--- src/drf_defs.svh ---
`ifndef DRF_DEFS_SVH
`define DRF_DEFS_SVH
`define DRF_MCLK_NS 40
`define DRF_TRP_NS 15
`define DRF_TRTP_NS 8
`define DRF_TWR_NS 15
`define DRF_TRFC_NS 105
`define DRF_TREFI_NS 7800
`define DRF_TXSNR_NS 115
`define DRF_TXSRD_CK 200
`define DRF_TCKE_CK 3
`define DRF_AL 0
`define DRF_BL 4
`define DRF_WL 2
`define DRF_REF_POST 9
`define DRF_CKDIV 4
`define DRF_ROW_W 13
`define DRF_BANK_W 2
`define DRF_CNT_W 16
`define CYC_UP(ns, ckns) (((ns) + (ckns) - 1) / (ckns))
`define CYC_DN(ns, ckns) ((ns) / (ckns))
`endif

--- src/drf_pkg.sv ---
package drf_pkg;
   typedef enum logic [2:0]
   {
      DRF_CMD_NOP,
      DRF_CMD_REF,
      DRF_CMD_SREF,
      DRF_CMD_PRE,
      DRF_CMD_ACT,
      DRF_CMD_RD,
      DRF_CMD_WR,
      DRF_CMD_OTHER
   } drf_cmd_t;
   function automatic drf_cmd_t drf_decode(input logic cs_b, input logic ras_b,
                                           input logic cas_b, input logic we_b,
                                           input logic cke);
      drf_cmd_t c;
      c = DRF_CMD_OTHER;
      if (cs_b || (ras_b && cas_b && we_b))
         c = DRF_CMD_NOP;
      else if (!ras_b && !cas_b && we_b)
         c = cke ? DRF_CMD_REF : DRF_CMD_SREF;
      else if (!ras_b && cas_b && !we_b)
         c = DRF_CMD_PRE;
      else if (!ras_b && cas_b && we_b)
         c = DRF_CMD_ACT;
      else if (ras_b && !cas_b && we_b)
         c = DRF_CMD_RD;
      else if (ras_b && !cas_b && !we_b)
         c = DRF_CMD_WR;
      return c;
   endfunction : drf_decode
endpackage : drf_pkg

--- src/drf_if.sv ---
`timescale 1ns/1ps
interface drf_if;
   logic ck;
   logic cke;
   logic cs_b;
   logic ras_b;
   logic cas_b;
   logic we_b;
   logic odt;
   logic [1:0] ba;
   logic a10;
   modport ctrl (output ck, cke, cs_b, ras_b, cas_b, we_b, odt, ba, a10);
   modport mem (input ck, cke, cs_b, ras_b, cas_b, we_b, odt, ba, a10);
endinterface : drf_if

--- src/drf_ctrl.sv ---
`timescale 1ns/1ps
`include "drf_defs.svh"
module drf_ctrl #(
   parameter int TREFI_CYC = `CYC_DN(`DRF_TREFI_NS, `DRF_MCLK_NS),
   parameter int TXSRD_CYC = `DRF_TXSRD_CK,
   parameter int POST_MAX = 8
)(
   // System
   input wire logic mclk,
   input wire logic rst_b,
   // Link
   drf_if.ctrl link,
   // User
   input wire logic sref_req,
   output logic in_sref,
   output logic busy
);
   localparam int CKD = `DRF_CKDIV;
   localparam int TRP = `CYC_UP(`DRF_TRP_NS, `DRF_MCLK_NS * CKD);
   localparam int RTP = `CYC_UP(`DRF_TRTP_NS, `DRF_MCLK_NS * CKD);
   localparam int TWR = `CYC_UP(`DRF_TWR_NS, `DRF_MCLK_NS * CKD);
   localparam int TRFC = `CYC_UP(`DRF_TRFC_NS, `DRF_MCLK_NS * CKD);
   localparam int TXSNR = `CYC_UP(`DRF_TXSNR_NS, `DRF_MCLK_NS * CKD);
   localparam int TREFI_CK = TREFI_CYC / CKD;
   typedef enum logic [2:0] {C_IDLE, C_PRE, C_REF, C_SENTER, C_SREF, C_XSNR, C_XSRD} drf_cst_t;
   // -------------------------
   // Precharge spacing
   // -------------------------
   // No reads or writes are issued here; the bounds still guard the first
   // precharge after reset, when a burst may have been cut short
   localparam int RTP_EFF = (RTP > 2) ? RTP : 2;
   localparam int RD_PRE = `DRF_AL + `DRF_BL / 2 + RTP_EFF - 2;
   localparam int WR_PRE = `DRF_WL + `DRF_BL / 2 + TWR;
   localparam int PRE_GUARD = (RD_PRE > WR_PRE) ? RD_PRE : WR_PRE;
   // -------------------------
   // Parameter checks
   // -------------------------
   if (POST_MAX < 1 || POST_MAX > 8)
   begin : g_bad_post
      $error("drf_ctrl: POST_MAX must lie in 1 to 8");
   end
   if (TREFI_CK < TRFC + 8 || TREFI_CK > 65534)
   begin : g_bad_trefi
      $error("drf_ctrl: TREFI_CYC out of range");
   end
   if (TXSRD_CYC < 1 || TXSRD_CYC > 65535)
   begin : g_bad_txsrd
      $error("drf_ctrl: TXSRD_CYC out of range");
   end
   if (CKD < 2 || CKD > 16 || CKD % 2 != 0)
   begin : g_bad_ckd
      $error("drf_ctrl: link clock divider must be even");
   end
   if (TRP > 65535 || TRFC > 65535 || TXSNR > 65535 || PRE_GUARD > 65535)
   begin : g_bad_wait
      $error("drf_ctrl: wait too long for the counter");
   end
   // -------------------------
   // Link clock divider
   // -------------------------
   logic [3:0] div, next_div;
   logic ck, next_ck;
   logic tick;
   always_comb
   begin
      next_div = (div == 4'(CKD / 2 - 1)) ? 4'h0 : div + 4'h1;
      next_ck = (div == 4'(CKD / 2 - 1)) ? ~ck : ck;
   end
   assign tick = (div == 4'(CKD / 2 - 1)) && ck; // ck falls, next rise issues
   always_ff @(posedge mclk)
   begin
      div <= rst_b ? next_div : 4'h0;
      ck <= rst_b ? next_ck : 1'b0;
   end
   // -------------------------
   // Command sequencer
   // -------------------------
   drf_cst_t st, next_st;
   logic [15:0] wait_c, next_wait_c;
   logic [15:0] ref_t, next_ref_t;
   logic cke, next_cke;
   drf_pkg::drf_cmd_t cmd, next_cmd;
   logic extra_ref, next_extra_ref;
   always_comb
   begin
      next_st = st;
      next_wait_c = wait_c;
      next_ref_t = ref_t;
      next_cke = cke;
      next_cmd = cmd;
      next_extra_ref = extra_ref;
      if (tick)
      begin
         next_cmd = drf_pkg::DRF_CMD_NOP;
         if (wait_c != 16'h0)
            next_wait_c = wait_c - 16'h1;
         if (st != C_SREF && ref_t != 16'hffff)
            next_ref_t = ref_t + 16'h1;
         unique case (st)
            C_IDLE:
               if (wait_c == 16'h0 && (ref_t >= 16'(TREFI_CK) || (sref_req && !extra_ref)))
               begin
                  next_cmd = drf_pkg::DRF_CMD_PRE; // Precharge all
                  next_wait_c = 16'(TRP);
                  next_st = C_PRE;
               end
               else if (wait_c == 16'h0 && sref_req && extra_ref)
               begin
                  next_cmd = drf_pkg::DRF_CMD_SREF;
                  next_cke = 1'b0;
                  next_wait_c = 16'(`DRF_TCKE_CK);
                  next_st = C_SENTER;
               end
            C_PRE:
               if (wait_c == 16'h0)
               begin
                  next_cmd = drf_pkg::DRF_CMD_REF;
                  next_wait_c = 16'(TRFC);
                  next_ref_t = 16'h0;
                  next_extra_ref = 1'b1;
                  next_st = C_REF;
               end
            C_REF:
               if (wait_c == 16'h0)
                  next_st = C_IDLE;
            C_SENTER:
               if (wait_c == 16'h0)
                  next_st = C_SREF;
            C_SREF:
               if (!sref_req)
               begin
                  next_cke = 1'b1;
                  next_wait_c = 16'(TXSNR);
                  next_extra_ref = 1'b0;
                  next_st = C_XSNR;
               end
            C_XSNR:
               if (wait_c == 16'h0)
               begin
                  next_wait_c = 16'(TXSRD_CYC);
                  next_ref_t = 16'(TREFI_CK);
                  next_st = C_XSRD;
               end
            C_XSRD:
               if (wait_c == 16'h0)
               begin
                  next_wait_c = 16'h0;
                  next_st = C_IDLE;
               end
         endcase
      end
   end
   always_ff @(posedge mclk)
   begin
      if (!rst_b)
      begin
         st <= C_IDLE;
         wait_c <= 16'(PRE_GUARD);
         ref_t <= 16'h0;
         cke <= 1'b1;
         cmd <= drf_pkg::DRF_CMD_NOP;
         extra_ref <= 1'b0;
      end
      else
      begin
         st <= next_st;
         wait_c <= next_wait_c;
         ref_t <= next_ref_t;
         cke <= next_cke;
         cmd <= next_cmd;
         extra_ref <= next_extra_ref;
      end
   end
   // -------------------------
   // Command pins
   // -------------------------
   // Pin order: cs_b, ras_b, cas_b, we_b
   function automatic logic [3:0] drf_pins(input drf_pkg::drf_cmd_t c);
      logic [3:0] p;
      case (c)
         drf_pkg::DRF_CMD_REF, drf_pkg::DRF_CMD_SREF: p = 4'h1;
         drf_pkg::DRF_CMD_PRE: p = 4'h2;
         drf_pkg::DRF_CMD_ACT: p = 4'h3;
         drf_pkg::DRF_CMD_RD: p = 4'h5;
         drf_pkg::DRF_CMD_WR: p = 4'h4;
         default: p = 4'hf;
      endcase
      return p;
   endfunction : drf_pins
   logic [3:0] pins;
   assign pins = drf_pins(cmd);
   always_comb
   begin
      link.ck = ck;
      link.cke = cke;
      link.cs_b = pins[3];
      link.ras_b = pins[2];
      link.cas_b = pins[1];
      link.we_b = pins[0];
      link.odt = 1'b0;
      link.ba = 2'h0;
      link.a10 = (cmd == drf_pkg::DRF_CMD_PRE);
   end
   // -------------------------
   // Status
   // -------------------------
   assign in_sref = (st == C_SENTER) || (st == C_SREF);
   assign busy = (st != C_IDLE);
endmodule : drf_ctrl

--- src/flat_wrapper.sv ---
// flat-port wrapper written by rule: the top's interface ports become plain ports
module drf_ctrl_flat 
#(
   parameter int TREFI_CYC = `CYC_DN(`DRF_TREFI_NS, `DRF_MCLK_NS),
   parameter int TXSRD_CYC = `DRF_TXSRD_CK,
   parameter int POST_MAX = 8
)
  (mclk, rst_b, sref_req, in_sref, busy, link_ck, link_cke, link_cs_b, link_ras_b, link_cas_b, link_we_b, link_odt, link_ba, link_a10);
  drf_if link_i ();
  input wire logic mclk;
  input wire logic rst_b;
  input wire logic sref_req;
  output logic in_sref;
  output logic busy;
  output wire logic [$bits(link_i.ck)-1:0] link_ck;
  output wire logic [$bits(link_i.cke)-1:0] link_cke;
  output wire logic [$bits(link_i.cs_b)-1:0] link_cs_b;
  output wire logic [$bits(link_i.ras_b)-1:0] link_ras_b;
  output wire logic [$bits(link_i.cas_b)-1:0] link_cas_b;
  output wire logic [$bits(link_i.we_b)-1:0] link_we_b;
  output wire logic [$bits(link_i.odt)-1:0] link_odt;
  output wire logic [$bits(link_i.ba)-1:0] link_ba;
  output wire logic [$bits(link_i.a10)-1:0] link_a10;
  assign link_ck = link_i.ck;
  assign link_cke = link_i.cke;
  assign link_cs_b = link_i.cs_b;
  assign link_ras_b = link_i.ras_b;
  assign link_cas_b = link_i.cas_b;
  assign link_we_b = link_i.we_b;
  assign link_odt = link_i.odt;
  assign link_ba = link_i.ba;
  assign link_a10 = link_i.a10;
  drf_ctrl #(.TREFI_CYC(TREFI_CYC), .TXSRD_CYC(TXSRD_CYC), .POST_MAX(POST_MAX)) u_core (.mclk(mclk), .rst_b(rst_b), .link(link_i), .sref_req(sref_req), .in_sref(in_sref), .busy(busy));
endmodule
--- config.mk ---
export PLATFORM = sky130hd
export DESIGN_NAME = drf_ctrl_flat
export DESIGN_NICKNAME = d
export VERILOG_FILES = /design/src/drf_pkg.sv /design/src/drf_if.sv /design/src/drf_ctrl.sv /design/src/flat_wrapper.sv
export VERILOG_INCLUDE_DIRS = /design/src
export SDC_FILE = /design/constraint.sdc
export NUM_CORES = 1
export LEC_CHECK = 0
export BUFFER_PORTS_ARGS = -buffer_cell sky130_fd_sc_hd__buf_2
export CELL_PAD_IN_SITES_DETAIL_PLACEMENT = 0
export CELL_PAD_IN_SITES_GLOBAL_PLACEMENT = 1
export CORE_UTILIZATION = 50
export CTS_BUF_LIST = sky130_fd_sc_hd__clkbuf_8 sky130_fd_sc_hd__clkbuf_16
export DETAILED_ROUTE_END_ITERATION = 10
export PLACE_DENSITY = 0.84
export RECOVER_POWER = 50
export SLEW_MARGIN = 10
export SYNTH_ARGS = -nofsm -noshare
export SYNTH_HDL_FRONTEND = slang
export SYNTH_SLANG_ARGS = --single-unit
--- constraint.sdc ---
create_clock -name mclk -period 6.5 [get_ports mclk]
set_input_delay 0.325 -clock mclk [delete_from_list [all_inputs] [get_ports mclk]]
set_output_delay 0.325 -clock mclk [all_outputs]
set_load 0.05 [all_outputs]
==> flow_metrics.py <==
metrics = {
    "run_status": {
        "outcome": "finished, violations left",
        "violations": "capacitance limit, slew limit",
    },
    "synthesis": {
        "synth.area.top_cells": "dfxtp_1, ha_1, nand2_1",
        "syn-instance-count": 372,
        "yosys_warnings": 0,
        "synth_top_area_share_pct": 29.5,
        "synthMuxAreaShare_pct": 1.05,
        "synth_fa_ha_area_share_pct": 4.61,
        "synth_xor_area_share_pct": 4.99,
        "syn_area_um2": 2990,
        "synth_top_area_cell": "dfxtp_1",
        "syn_avg_cell_area_um2": 8.03,
        "synth-main-ff-cell": "dfxtp_1",
        "synth_simple_gate_area_share_pct": 30.5,
        "synth_top_family_by_area": "simple AND/OR/NAND/NOR gates",
        "async_reset_ff_share_pct": 0,
        "synth-compound-area-share_pct": 20.7,
        "synth_edf_count": 0,
        "ys_seq_area_share_pct": 29.5,
        "synth.distinct_cells": 69,
        "ys_ff_latch": 44,
    },
    "clocking": {
        "cts-root-buf": "clkbuf_8",
        "cts_tree": "yes",
        "cts_buffer_depth": 2,
        "htree_levels": 2,
        "clock-sinks": 44,
        "cts_setup_buffers": 0,
        "numCtsBuffers": 5,
        "cts-resized-gates": 0,
        "ctsHoldBuffers": 0,
        "clkTransAtPathRegs_ns": 0.08,
        "clk_latency_ns": 0.30,
    },
    "placed_design": {
        "hpwl_mm": 4.63,
        "port-buffer-count": 11,
        "gp_congestion": 0.808,
    },
    "timing": {
        "rsz0062_at_grt": "false",
        "drv_slew": 15,
        "skew_ns": 0.00543,
        "tns_ns": 0,
        "min_period_ns": 3.20,
        "min_period_over_period_pct": 49.3,
        "tightest_slew_ns": 1.50,
        "holdWs_ns": 0.423,
        "hold_viol": 0,
        "setup_violations": 0,
        "max-slew-margin-rel_pct": -1.19,
        "fmax_mhz": 312,
    },
    "setup_path": {
        "worst_path_dominant_cell_family": "simple AND/OR/NAND/NOR gates",
        "crit_required_ns": 6.64,
        "cp_max_fo": 14,
        "crit_chain": "inv_1 > ha_1 > nor4b_1 > and4bb_1 > nand3_1 > o21ai_0 > nor2_1",
        "critPathLaunch": "u_core.wait_c[0]",
        "criticalPathCategory": "reg -> reg",
        "slowest_delay_ns": 1.19,
        "arrival_ns": 3.34,
        "reg2reg_from": "u_core.wait_c[0]",
        "cp-start-kind": "register",
        "crit_path_top_delay_cell": "o21ai_0",
        "cp-end-kind": "register",
        "cp.buffers_inverters": 1,
    },
    "min_path": {
        "hold_path.class": "in -> reg",
        "hold_start": "sref_req",
    },
    "cells_and_area": {
        "final_cell_mix": "dfxtp_1, nand2_1, nor2_1, inv_1",
        "regArea_um2": 881,
        "antenna_cells": 0,
        "final_layout_size_suffix_gt1_share_pct": 7.59,
        "multi_input_area_um2": 1850,
        "nFillCells": 545,
        "layout_commonest_cell": "dfxtp_1",
        "synthToLayoutAreaGrowth_pct": 2.81,
        "final_nets": 382,
    },
    "global_route": {
        "top_usage_layer": "met2",
        "antenna_found_initial": 0,
        "overflow": 0,
        "met3_usage_pct": 3.91,
        "grt_pass1_vias": 2436,
        "grt_util_met2_pct": 38.7,
        "grt_max_degree": 31,
        "use_met1_pct": 30.9,
        "grt_usage_pct": 23.2,
        "grt_pass1_wl_mm": 11.7,
    },
    "routing": {
        "wl_mm": 6.86,
        "via_count": 2750,
        "wl_per_cell_um": 15.6,
        "antenna_left": 0,
        "via_per_inst": 6.24,
        "drtPass1Iterations": 4,
        "drc_errors": 0,
        "drt_iter0_drc": 192,
    },
    "floorplan": {
        "std_cell_rows": 27,
        "dieArea_um2": 6290,
        "core_area_um2": 5640,
        "start_util_pct": 52.9,
        "die_x_um": 79.3,
        "die-height_um": 79.3,
        "io_pins": 15,
    },
    "flow_run": {
        "cap_violations": 1,
    },
    "power_and_ir_drop": {
        "p_leak_uw": 0.00102,
        "p_per_area_nw_per_um2": 189,
        "vdd_drop_max_v": 0.000127,
    },
}
## synth_stat cells (2+ instances only)
cell type	number
nor4b_1	2
nand4_1	14
and2_1	3
or2_2	2
buf_1	2
xor2_1	6
and4_1	3
nand2b_1	3
o2111ai_1	5
a21boi_0	2
a211oi_1	4
nor3_1	13
nand3b_1	2
and3_1	2
nand4b_1	2
inv_1	18
clkbuf_8	5
o21ai_0	15
ha_1	11
or3_1	5
buf_2	3
nor4_1	13
nand3_1	16
nand2_1	32
o2111a_1	2
buf_4	6
nor2b_1	2
nor4bb_1	2
a41oi_1	2
a31oi_1	15
xnor2_1	11
or4_1	4
nor2_1	32
nor3b_1	3
dfxtp_1	44
o221a_2	4
mux2i_1	2
clkbuf_1	13
o211ai_1	5
o21a_1	2
a21oi_1	12
## worst min-delay path: cells and delay by family
kind                   cells  cell delay (ns)
buffers and inverters      2             0.25
AOI/OAI and AO/OA          1             0.10
## sequential cells by signal, indices dropped and copies added, names as in the netlist
signal,flops
u_core.link.cke,1
u_core.ref_t,16
u_core.link.ck,1
u_core.extra_ref,1
u_core.div,4
u_core.st,3
u_core.cmd,2
u_core.wait_c,16
## worst paths after layout
check / end / slack, ns / depth (start not counted)
worst max-delay path: u_core.ref_t[13] / 3.30 / 7
worst min-delay path: u_core.extra_ref / 0.42 / 3
worst max register to register: u_core.ref_t[13] / 3.30 / 7
worst min register to register: u_core.div[0] / 0.48 / 1
## report_power, final
group | internal, µW | switching, µW | leakage, µW | total, µW
Combinational | 32.9 | 68.0 | 0.000617 | 101
Sequential | 280 | 14.5 | 0.000356 | 295
Clock | 86.1 | 99.5 | 0.0000434 | 186
## routing by layer
metal  routed length [µm]  vias to the layer above
met1                 3440                     1315
met2                 3130                       52
met5                    0                        -
met3                  222                        7
met4                   68                        0
li1                     -                     1376
## area by class of cell
| type | count | share of cell area, % |
|---|---|---|
| clock buffers | 6 | 2.69 |
| clock inverters | 2 | 0.489 |
| inverters | 19 | 2.32 |
| multi-input cells | 282 | 60.3 |
| flip-flops and latches | 44 | 28.7 |
| well taps | 72 | 2.93 |
| repair buffers | 16 | 2.61 |
## logic make-up after synthesis
kind of cell / count (synthesis)
other cells: 1
mux: 3
compound gates: 86
fa+ha+maj: 11
buf+inv: 48
simple gates: 162
xor+xnor: 17
flops: 44
## stage by stage
stage          utilization, %  total power [µW]  setup slack (ns)  area (µm²)  instances
2_1_floorplan               -               383              4.05        2990        374
3_3_place_gp             53.3               403              3.64        3010        433
3_5_place_dp             53.3               403              3.51        3010        433
4_1_cts                  55.0               590              3.51        3100        441
5_1_grt                  54.4               612              2.81        3070        441
6_report                 54.4               581              3.30        3070        441
Power figures use the tool's default switching activity.
